<file path="src/common/rmrc_cfg.svh">
// constants for the readout mode and reset control block
`ifndef RMRC_CFG_SVH
`define RMRC_CFG_SVH

`define RMRC_IR_W          4
`define RMRC_IR_IDCODE     4'hE
`define RMRC_IR_ANA_MODE   4'h1
`define RMRC_IR_DIG_MODE   4'h2
`define RMRC_IR_START      4'h3
`define RMRC_IR_BYPASS     4'hF
`define RMRC_IR_CAPTURE    4'h1

`define RMRC_MODE_W        8
`define RMRC_MODE_RST      8'h00
`define RMRC_DR_W          32
`define RMRC_CNT_W         32
`define RMRC_CNT_RST       32'h0000_0000
`define RMRC_CNT_ONE       32'h0000_0001

`define RMRC_ANA_FRAME_CLR 7
`define RMRC_ANA_RIGHT8    6
`define RMRC_ANA_SCANPIX   5
`define RMRC_ANA_BUFREF    4
`define RMRC_ANA_PLL       3
`define RMRC_ANA_AMP_PP    2
`define RMRC_ANA_DISC_PP   1
`define RMRC_ANA_DISC_TST  0

`define RMRC_DIG_VTEST_INJ 7
`define RMRC_DIG_MIDDLE8   6
`define RMRC_DIG_CMOS_CLK  5
`define RMRC_DIG_LINE_ROWS 4
`define RMRC_DIG_SPEAK     3
`define RMRC_DIG_PATT_ONLY 2
`define RMRC_DIG_EXT_START 1
`define RMRC_DIG_JTAG_STRT 0

`define RMRC_IDCODE_DEF    32'h0000_0001

`endif

</file>
<file path="src/common/rmrc_pkg.sv">
// types shared by the readout mode and reset control block
package rmrc_pkg;
    typedef enum logic [3:0] {
        TAP_RESET, TAP_IDLE, TAP_SEL_DR, TAP_CAP_DR, TAP_SHIFT_DR, TAP_EXIT1_DR,
        TAP_PAUSE_DR, TAP_EXIT2_DR, TAP_UPD_DR, TAP_SEL_IR, TAP_CAP_IR, TAP_SHIFT_IR,
        TAP_EXIT1_IR, TAP_PAUSE_IR, TAP_EXIT2_IR, TAP_UPD_IR
    } rmrc_tap_state_t;
endpackage

</file>
<file path="src/common/rmrc_tap_if.sv">
// scan port events passed from the tap controller to the register core
`timescale 1ns/1ps
`include "rmrc_cfg.svh"
interface rmrc_tap_if;
    logic                   tckRise;
    logic                   tckFall;
    logic                   tdiBit;
    logic                   captureDr;
    logic                   shiftDr;
    logic                   updateDr;
    logic                   inShiftDr;
    logic                   inShiftIr;
    logic                   irOutBit;
    logic [`RMRC_IR_W-1:0]  instr;
    modport tap  (output tckRise, tckFall, tdiBit, captureDr, shiftDr, updateDr,
                  inShiftDr, inShiftIr, irOutBit, instr);
    modport core (input  tckRise, tckFall, tdiBit, captureDr, shiftDr, updateDr,
                  inShiftDr, inShiftIr, irOutBit, instr);
endinterface

</file>
<file path="src/hw/rmrc_tap.sv">
// scan port tap controller with pin synchronisers and instruction register
`timescale 1ns/1ps
`include "rmrc_cfg.svh"
module rmrc_tap (
    input  wire logic clock,
    input  wire logic arst_n,
    input  wire logic tck,
    input  wire logic tms,
    input  wire logic tdi,
    rmrc_tap_if.tap   bus
);
    typedef struct packed {
        logic [2:0]             tckSync;
        logic [1:0]             tmsSync;
        logic [1:0]             tdiSync;
        rmrc_pkg::rmrc_tap_state_t st;
        logic [`RMRC_IR_W-1:0]  irSh;
        logic [`RMRC_IR_W-1:0]  instr;
    } rmrc_tap_st_t;

    rmrc_tap_st_t s_reg;
    rmrc_tap_st_t s_next;
    logic         rise;
    logic         fall;
    logic         tmsBit;

    // =====================================================================
    // pin sampling: bit 0 is the first stage and feeds only bit 1
    assign rise   = s_reg.tckSync[1] & ~s_reg.tckSync[2];
    assign fall   = ~s_reg.tckSync[1] & s_reg.tckSync[2];
    assign tmsBit = s_reg.tmsSync[1];

    // =====================================================================
    // state machine and instruction register
    always_comb begin
        s_next         = s_reg;
        s_next.tckSync = {s_reg.tckSync[1:0], tck};
        s_next.tmsSync = {s_reg.tmsSync[0], tms};
        s_next.tdiSync = {s_reg.tdiSync[0], tdi};
        if (rise) begin
            unique case (s_reg.st)
                rmrc_pkg::TAP_RESET:    s_next.st = tmsBit ? rmrc_pkg::TAP_RESET : rmrc_pkg::TAP_IDLE;
                rmrc_pkg::TAP_IDLE:     s_next.st = tmsBit ? rmrc_pkg::TAP_SEL_DR : rmrc_pkg::TAP_IDLE;
                rmrc_pkg::TAP_SEL_DR:   s_next.st = tmsBit ? rmrc_pkg::TAP_SEL_IR : rmrc_pkg::TAP_CAP_DR;
                rmrc_pkg::TAP_CAP_DR:   s_next.st = tmsBit ? rmrc_pkg::TAP_EXIT1_DR : rmrc_pkg::TAP_SHIFT_DR;
                rmrc_pkg::TAP_SHIFT_DR: s_next.st = tmsBit ? rmrc_pkg::TAP_EXIT1_DR : rmrc_pkg::TAP_SHIFT_DR;
                rmrc_pkg::TAP_EXIT1_DR: s_next.st = tmsBit ? rmrc_pkg::TAP_UPD_DR : rmrc_pkg::TAP_PAUSE_DR;
                rmrc_pkg::TAP_PAUSE_DR: s_next.st = tmsBit ? rmrc_pkg::TAP_EXIT2_DR : rmrc_pkg::TAP_PAUSE_DR;
                rmrc_pkg::TAP_EXIT2_DR: s_next.st = tmsBit ? rmrc_pkg::TAP_UPD_DR : rmrc_pkg::TAP_SHIFT_DR;
                rmrc_pkg::TAP_UPD_DR:   s_next.st = tmsBit ? rmrc_pkg::TAP_SEL_DR : rmrc_pkg::TAP_IDLE;
                rmrc_pkg::TAP_SEL_IR:   s_next.st = tmsBit ? rmrc_pkg::TAP_RESET : rmrc_pkg::TAP_CAP_IR;
                rmrc_pkg::TAP_CAP_IR:   s_next.st = tmsBit ? rmrc_pkg::TAP_EXIT1_IR : rmrc_pkg::TAP_SHIFT_IR;
                rmrc_pkg::TAP_SHIFT_IR: s_next.st = tmsBit ? rmrc_pkg::TAP_EXIT1_IR : rmrc_pkg::TAP_SHIFT_IR;
                rmrc_pkg::TAP_EXIT1_IR: s_next.st = tmsBit ? rmrc_pkg::TAP_UPD_IR : rmrc_pkg::TAP_PAUSE_IR;
                rmrc_pkg::TAP_PAUSE_IR: s_next.st = tmsBit ? rmrc_pkg::TAP_EXIT2_IR : rmrc_pkg::TAP_PAUSE_IR;
                rmrc_pkg::TAP_EXIT2_IR: s_next.st = tmsBit ? rmrc_pkg::TAP_UPD_IR : rmrc_pkg::TAP_SHIFT_IR;
                rmrc_pkg::TAP_UPD_IR:   s_next.st = tmsBit ? rmrc_pkg::TAP_SEL_DR : rmrc_pkg::TAP_IDLE;
            endcase
            unique case (s_reg.st)
                rmrc_pkg::TAP_RESET:    s_next.instr = `RMRC_IR_IDCODE;
                rmrc_pkg::TAP_CAP_IR:   s_next.irSh  = `RMRC_IR_CAPTURE;
                rmrc_pkg::TAP_SHIFT_IR: s_next.irSh  = {s_reg.tdiSync[1], s_reg.irSh[`RMRC_IR_W-1:1]};
                // the active instruction changes only here and in TAP_RESET; while shifting it is not valid yet
                rmrc_pkg::TAP_UPD_IR:   s_next.instr = s_reg.irSh;
                default:                s_next.instr = s_reg.instr;
            endcase
        end
    end

    always_ff @(posedge clock or negedge arst_n) begin
        if (!arst_n) begin
            s_reg.tckSync <= 3'h0;
            s_reg.tmsSync <= 2'h3;
            s_reg.tdiSync <= 2'h0;
            s_reg.st      <= rmrc_pkg::TAP_RESET;
            s_reg.irSh    <= `RMRC_IR_CAPTURE;
            s_reg.instr   <= `RMRC_IR_IDCODE;
        end else begin
            s_reg <= s_next;
        end
    end

    assign bus.tckRise   = rise;
    assign bus.tckFall   = fall;
    assign bus.tdiBit    = s_reg.tdiSync[1];
    assign bus.captureDr = rise & (s_reg.st == rmrc_pkg::TAP_CAP_DR);
    assign bus.shiftDr   = rise & (s_reg.st == rmrc_pkg::TAP_SHIFT_DR);
    assign bus.updateDr  = rise & (s_reg.st == rmrc_pkg::TAP_UPD_DR);
    assign bus.inShiftDr = (s_reg.st == rmrc_pkg::TAP_SHIFT_DR);
    assign bus.inShiftIr = (s_reg.st == rmrc_pkg::TAP_SHIFT_IR);
    assign bus.irOutBit  = s_reg.irSh[0];
    assign bus.instr     = s_reg.instr;
endmodule

</file>
<file path="src/hw/rmrc_top.sv">
// readout mode registers, scan data registers, start handling and frame counter
`timescale 1ns/1ps
`include "rmrc_cfg.svh"
module rmrc_top #(
    parameter int          NUM_DISC   = 16,
    parameter logic [31:0] IDCODE_VAL = `RMRC_IDCODE_DEF // arbitrary identification value
) (
    input  wire logic                  clock,
    input  wire logic                  arst_n,
    input  wire logic                  tck,
    input  wire logic                  tms,
    input  wire logic                  tdi,
    output logic                       tdo,
    output logic                       tdoOe,
    input  wire logic                  extStart,
    input  wire logic                  frameTick,
    input  wire logic                  markerA,
    input  wire logic                  markerD,
    input  wire logic                  readoutClk,
    input  wire logic [NUM_DISC-1:0]   discIn,
    input  wire logic [NUM_DISC-1:0]   linePatternReg,
    output logic [NUM_DISC-1:0]        discOut,
    output logic                       analogMarkerClockPad,
    output logic                       digitalMarkerClockPad,
    output logic                       frameCounterClear,
    output logic                       rightColumnsToAnalogOut,
    output logic                       scanPixelEn,
    output logic                       refBufferDis,
    output logic                       mainClockFromPll,
    output logic                       powerPulseAmpEn,
    output logic                       discPowerPulseEn,
    output logic                       discTestEn,
    output logic                       testLevelInjectEn,
    output logic                       middleColumnsToAnalogOut,
    output logic                       cmosClockSel,
    output logic                       extraRowsEn,
    output logic                       patternOnlyEn,
    output logic                       readoutReset,
    output logic [`RMRC_CNT_W-1:0]     frameCount
);
    typedef struct packed {
        logic [1:0]                extSync;
        logic                      extPrev;
        logic [`RMRC_DR_W-1:0]     drSh;
        logic [`RMRC_MODE_W-1:0]   anaMode;
        logic [`RMRC_MODE_W-1:0]   digMode;
        logic                      startBit;
        logic                      tdo;
        logic                      tdoOe;
        logic [`RMRC_CNT_W-1:0]    frameCnt;
        logic                      porDone;
        logic                      readoutRst;
        logic                      padA;
        logic                      padD;
        logic [NUM_DISC-1:0]       disc;
    } rmrc_core_st_t;

    rmrc_core_st_t c_reg;
    rmrc_core_st_t c_next;
    rmrc_tap_if    tapBus ();
    logic          extEdge;
    logic          scanStart;

    rmrc_tap u_tap (
        .clock  (clock),
        .arst_n (arst_n),
        .tck    (tck),
        .tms    (tms),
        .tdi    (tdi),
        .bus    (tapBus.tap)
    );

    // =====================================================================
    // start sources
    // only the rising edge counts, so the pulse width from the far side may vary freely
    assign extEdge   = c_reg.digMode[`RMRC_DIG_EXT_START] & c_reg.extSync[1] & ~c_reg.extPrev;
    // start fires when the scan bit falls back to 0 after a 1 was written
    assign scanStart = c_reg.digMode[`RMRC_DIG_JTAG_STRT] & tapBus.updateDr
                       & (tapBus.instr == `RMRC_IR_START)
                       & c_reg.startBit & ~c_reg.drSh[0];

    // =====================================================================
    // next state
    always_comb begin
        c_next         = c_reg;
        c_next.extSync = {c_reg.extSync[0], extStart};
        c_next.extPrev = c_reg.extSync[1];

        // scan data registers
        if (tapBus.captureDr) begin
            unique case (tapBus.instr)
                `RMRC_IR_IDCODE:   c_next.drSh = IDCODE_VAL;
                `RMRC_IR_ANA_MODE: c_next.drSh = {24'h000000, c_reg.anaMode};
                `RMRC_IR_DIG_MODE: c_next.drSh = {24'h000000, c_reg.digMode};
                `RMRC_IR_START:    c_next.drSh = {31'h00000000, c_reg.startBit};
                default:           c_next.drSh = `RMRC_CNT_RST;
            endcase
        end else if (tapBus.shiftDr) begin
            unique case (tapBus.instr)
                `RMRC_IR_IDCODE:   c_next.drSh = {tapBus.tdiBit, c_reg.drSh[31:1]};
                `RMRC_IR_ANA_MODE,
                `RMRC_IR_DIG_MODE: c_next.drSh = {24'h000000, tapBus.tdiBit, c_reg.drSh[7:1]};
                default:           c_next.drSh = {31'h00000000, tapBus.tdiBit};
            endcase
        end

        // mode registers load only at update, so outputs hold still while shifting
        if (tapBus.updateDr) begin
            unique case (tapBus.instr)
                `RMRC_IR_ANA_MODE: c_next.anaMode  = c_reg.drSh[`RMRC_MODE_W-1:0];
                `RMRC_IR_DIG_MODE: c_next.digMode  = c_reg.drSh[`RMRC_MODE_W-1:0];
                `RMRC_IR_START:    c_next.startBit = c_reg.drSh[0];
                // bypass and identification keep nothing past the scan itself
                default:           ;
            endcase
        end

        // scan output changes on the falling tck edge, enabled only in shift states
        if (tapBus.tckFall) begin
            c_next.tdoOe = tapBus.inShiftDr | tapBus.inShiftIr;
            if (tapBus.inShiftIr) begin
                c_next.tdo = tapBus.irOutBit;
            end else if (tapBus.inShiftDr) begin
                c_next.tdo = c_reg.drSh[0];
            end else begin
                c_next.tdo = 1'b0;
            end
        end

        // internal readout reset: once after power reset, then on each start
        c_next.porDone    = 1'b1;
        c_next.readoutRst = ~c_reg.porDone | extEdge | scanStart;

        // frame counter held at zero while the clear bit stays set
        if (c_reg.anaMode[`RMRC_ANA_FRAME_CLR]) begin
            c_next.frameCnt = `RMRC_CNT_RST;
        end else if (frameTick) begin
            c_next.frameCnt = c_reg.frameCnt + `RMRC_CNT_ONE;
        end

        // pad and discriminator steering, registered for clean outputs
        c_next.padA = c_reg.digMode[`RMRC_DIG_SPEAK] ? readoutClk : markerA;
        c_next.padD = c_reg.digMode[`RMRC_DIG_SPEAK] ? readoutClk : markerD;
        c_next.disc = c_reg.digMode[`RMRC_DIG_PATT_ONLY] ? linePatternReg : discIn;
    end

    // =====================================================================
    // state register: power reset clears every field except readoutRst, which it sets; configuration included
    always_ff @(posedge clock or negedge arst_n) begin
        if (!arst_n) begin
            c_reg.extSync    <= 2'h0;
            c_reg.extPrev    <= 1'b0;
            c_reg.drSh       <= `RMRC_CNT_RST;
            c_reg.anaMode    <= `RMRC_MODE_RST;
            c_reg.digMode    <= `RMRC_MODE_RST;
            c_reg.startBit   <= 1'b0;
            c_reg.tdo        <= 1'b0;
            c_reg.tdoOe      <= 1'b0;
            c_reg.frameCnt   <= `RMRC_CNT_RST;
            c_reg.porDone    <= 1'b0;
            c_reg.readoutRst <= 1'b1;
            c_reg.padA       <= 1'b0;
            c_reg.padD       <= 1'b0;
            c_reg.disc       <= '0;
        end else begin
            c_reg <= c_next;
        end
    end

    // =====================================================================
    // outputs
    assign tdo                      = c_reg.tdo;
    assign tdoOe                    = c_reg.tdoOe;
    assign discOut                  = c_reg.disc;
    assign analogMarkerClockPad     = c_reg.padA;
    assign digitalMarkerClockPad    = c_reg.padD;
    assign frameCounterClear        = c_reg.anaMode[`RMRC_ANA_FRAME_CLR];
    assign rightColumnsToAnalogOut  = c_reg.anaMode[`RMRC_ANA_RIGHT8];
    assign scanPixelEn              = c_reg.anaMode[`RMRC_ANA_SCANPIX];
    assign refBufferDis             = c_reg.anaMode[`RMRC_ANA_BUFREF];
    assign mainClockFromPll         = c_reg.anaMode[`RMRC_ANA_PLL];
    assign powerPulseAmpEn          = c_reg.anaMode[`RMRC_ANA_AMP_PP];
    assign discPowerPulseEn         = c_reg.anaMode[`RMRC_ANA_DISC_PP];
    assign discTestEn               = c_reg.anaMode[`RMRC_ANA_DISC_TST];
    assign testLevelInjectEn        = c_reg.digMode[`RMRC_DIG_VTEST_INJ];
    assign middleColumnsToAnalogOut = c_reg.digMode[`RMRC_DIG_MIDDLE8];
    assign cmosClockSel             = c_reg.digMode[`RMRC_DIG_CMOS_CLK];
    assign extraRowsEn              = c_reg.digMode[`RMRC_DIG_LINE_ROWS];
    assign patternOnlyEn            = c_reg.digMode[`RMRC_DIG_PATT_ONLY];
    assign readoutReset             = c_reg.readoutRst;
    assign frameCount               = c_reg.frameCnt;
endmodule
</file>
<file path="config.mk">
export PLATFORM = sky130hd
export DESIGN_NAME = rmrc_top
export DESIGN_NICKNAME = d
export VERILOG_FILES = /design/src/common/rmrc_pkg.sv /design/src/common/rmrc_tap_if.sv /design/src/hw/rmrc_tap.sv /design/src/hw/rmrc_top.sv
export VERILOG_INCLUDE_DIRS = /design/src /design/src/common
export SDC_FILE = /design/constraint.sdc
export NUM_CORES = 1
export LEC_CHECK = 0
export ABC_AREA = 1
export BUFFER_PORTS_ARGS = -buffer_cell sky130_fd_sc_hd__clkbuf_2
export CAP_MARGIN = 20
export CORE_MARGIN = 1
export CORE_UTILIZATION = 30
export CTS_BUF_LIST = sky130_fd_sc_hd__clkbuf_2
export DETAILED_ROUTE_END_ITERATION = 12
export GPL_ROUTABILITY_DRIVEN = 0
export PLACE_DENSITY_LB_ADDON = 0.2
export REMOVE_ABC_BUFFERS = 1
export SLEW_MARGIN = 20
export SYNTH_ARGS = -nofsm -noshare
export SYNTH_HDL_FRONTEND = slang
export SYNTH_SLANG_ARGS = --single-unit
</file>
<file path="constraint.sdc">
create_clock -name clock -period 1.7 [get_ports clock]
set_input_delay 0.17 -clock clock [delete_from_list [all_inputs] [get_ports clock]]
set_output_delay 0.17 -clock clock [all_outputs]
set_load 0.05 [all_outputs]
</file>
==> run_results.csv <==
group,metric,value,unit
status,outcome,"finished, final reports clean",
floorplanning,core_area,20200,sq um
timing,fmax,0.617,GHz
clocking,clockBufferDepth,2,
grt,grt_overflow,0,
logic_synthesis,synth_edf_count,0,
cells_and_area,final_nets,985,
floorplanning,rows,52,
logic_synthesis,ys_ff_latch,125,
timing,hold_violations,0,
clocking,clock_sinks,125,
hold_path,min_to,"c_next[105]",
setup_path,endpoint_kind,"output pin",
hold_path,hp-class,"in -> reg",
setup_path,worst-r2r-setup-slack,140,ps
timing,fin_crit,1620,ps
logic_synthesis,yosysSeqAreaShare,50.8,%
setup_path,worstPathMaxFanout,3,
grt,grt_pass1_vias,5127,
logic_synthesis,async_reset_ff_share,100,%
place,hpwl,10.7,mm
setup_path,required,1530,ps
clocking,clk_pin_slew,220,ps
drt,wl,15.3,mm
floorplanning,die_w,146,um
power_and_ir_drop,totalPowerFinal,8210,uW
drt,vias,5391,
logic_synthesis,syn_area_per_cell,7.85,sq um
grt,grt_max_degree,41,
floorplanning,die_y,146,um
drt,wire_per_inst,12.5,um
clocking,h-tree-depth,4,
drt,ant_nets,0,
drt,drt_iter0_drc,239,
drt,firstDrtPassIters,4,
setup_path,startpoint_type,"register",
setup_path,r2r_start,"u_tap.s_reg[8]",
cells_and_area,final_cell_mix,"258 x nand2_1, 111 x dfrtp_1, 85 x clkbuf_2",
timing,rsz0062_at_grt,"yes",
timing,drv_slew,0,
grt,antenna_found_initial,0,
logic_synthesis,synthesis.area,6180,sq um
setup_path,arrival,1450,ps
cells_and_area,layoutNonFillerInstCount,1225,
setup_path,timing.rr.end,"u_tap.s_reg[9]",
place,portBuffers,107,
timing,fin_skew,38.6,ps
power_and_ir_drop,leakagePower,0.00387,uW
timing,post-route-period-util,95.3,%
logic_synthesis,synth.distinct_cells,40,
cells_and_area,diodes,0,
floorplanning,start_util,30.5,%
hold_path,hold_start,"extStart",
clocking,numCtsBuffers,17,
power_and_ir_drop,powerDensity,1030,nW/um^2
grt,grt_pass1_wl,25.5,mm
hold_path,holdPathStages,2,
floorplanning,dieArea,21200,sq um
cells_and_area,largest_reg_flops,38,
logic_synthesis,synth_ff_type,"dfrtp_1",
clocking,clk_latency,700,ps
power_and_ir_drop,ir_worst_vdd,0.000343,V
clocking,cts_tree,"done",
setup_path,crit_type,"reg -> out",
grt,grtUsageTotal,15.1,%
timing,setup_viol_count_final,0,
logic_synthesis,synthCells,787,
drt,route.detailed.drc,0,
cells_and_area,drive_above_1_share,24.6,%
cells_and_area,area.growth.synth_to_final,29.1,%
clocking,root_buffer,"clkbuf_2",
drt,viasPerCell,4.40,
setup_path,rr_worst_depth,9,
place,dpl.cell_count,1132,
logic_synthesis,synth_warnings,0,
run,drv_cap,0,
floorplanning,ios,108,
cells_and_area,utilization,39.4,%
cells_and_area,final_common_cell,"nand2_1",
stage by stage:
step	TNS, ps	setup slack, ps	hold slack, ps	area, sq um
CTS	-16.5	-16.5	40.9	7860
global route	-84.4	-45.7	70.1	7980
finish	0	79.3	134	7980
global placement	0	70.7	110	6900
floorplan	-7010	-313	-126	5720
detailed placement	0	39.6	116	6900
critical path, cell delays in order, from the launching register on:
cell	delay, ps
dfrtp_1	460
buf_6	140
clkbuf_16	160
report_power, final:
part | total (uW) | internal, uW | leakage, uW | switching [uW]
clock network | 2050 | 733 | 0.000151 | 1320
logic | 2540 | 990 | 0.00211 | 1550
registers | 3610 | 3330 | 0.00161 | 285
cell families after synthesis:
| family | count (synthesis) | share of synthesized area (%) |
|---|---|---|
| xor+xnor | 1 | 0.142 |
| compound gates | 104 | 9.25 |
| buf+inv | 137 | 11.7 |
| other cells | 1 | 0.0607 |
| flops | 125 | 50.8 |
| fa+ha+maj | 1 | 0.202 |
| simple gates | 418 | 27.9 |
synthesized netlist by cell type, drive strengths merged, types with 2 or more instances:
| library cell | n | area share (%) |
|---|---|---|
| dfstp | 7 | 3.0 |
| clkbuf | 8 | 0.49 |
| nor2 | 88 | 6.0 |
| inv | 68 | 4.1 |
| nand3 | 50 | 4.2 |
| a31oi | 6 | 0.61 |
| a21oi | 17 | 1.4 |
| clkinv | 2 | 0.12 |
| dfrtp | 118 | 48 |
| a22oi | 3 | 0.36 |
| buf | 59 | 7.0 |
| nor3 | 11 | 0.97 |
| nand4 | 6 | 0.61 |
| nand2 | 261 | 16 |
| o21ai | 69 | 5.8 |
layout make-up:
type | instances | area [sq um]
clock inverters | 15 | 176
flip-flops and latches | 125 | 3150
repair buffers | 202 | 1580
fillers | 2080 | 12300
repair inverters | 1 | 5.00
multi-input cells | 525 | 2380
well taps | 270 | 338
clock buffers | 17 | 85.1
inverters | 70 | 267
worst max path at each step:
stage / start / endpoint / slack, ps
finish: frameCount[0] / frameCount[0] / 80
global route: frameCount[0] / frameCount[0] / -50
CTS: frameCount[0] / frameCount[0] / -20
detailed placement: frameCount[0] / frameCount[28] / 40
global placement: frameCount[0] / frameCount[26] / 70
floorplan: u_tap.s_reg[9] / c_reg[102] / -310
layer usage:
metal	part of all wire (%)	wire length [um]	vias up	track usage, %
met2	47	7200	111	25.1
met3	4.0	603	16	3.57
met1	47	7230	2495	19.3
li1	-	-	2769	-
met5	0	0	-	0
met4	1.5	225	0	5.32
repair_timing:
action,4_1_cts,5_1_grt
endpoints found under the hold margin,151,0
resized for setup,46,38
cloned,0,1
endpoints found under the setup margin,30,46
hold buffers,47,0
pin swaps,0,3
setup buffers,8,5
Note: power is estimated with default switching activity, not from simulation.
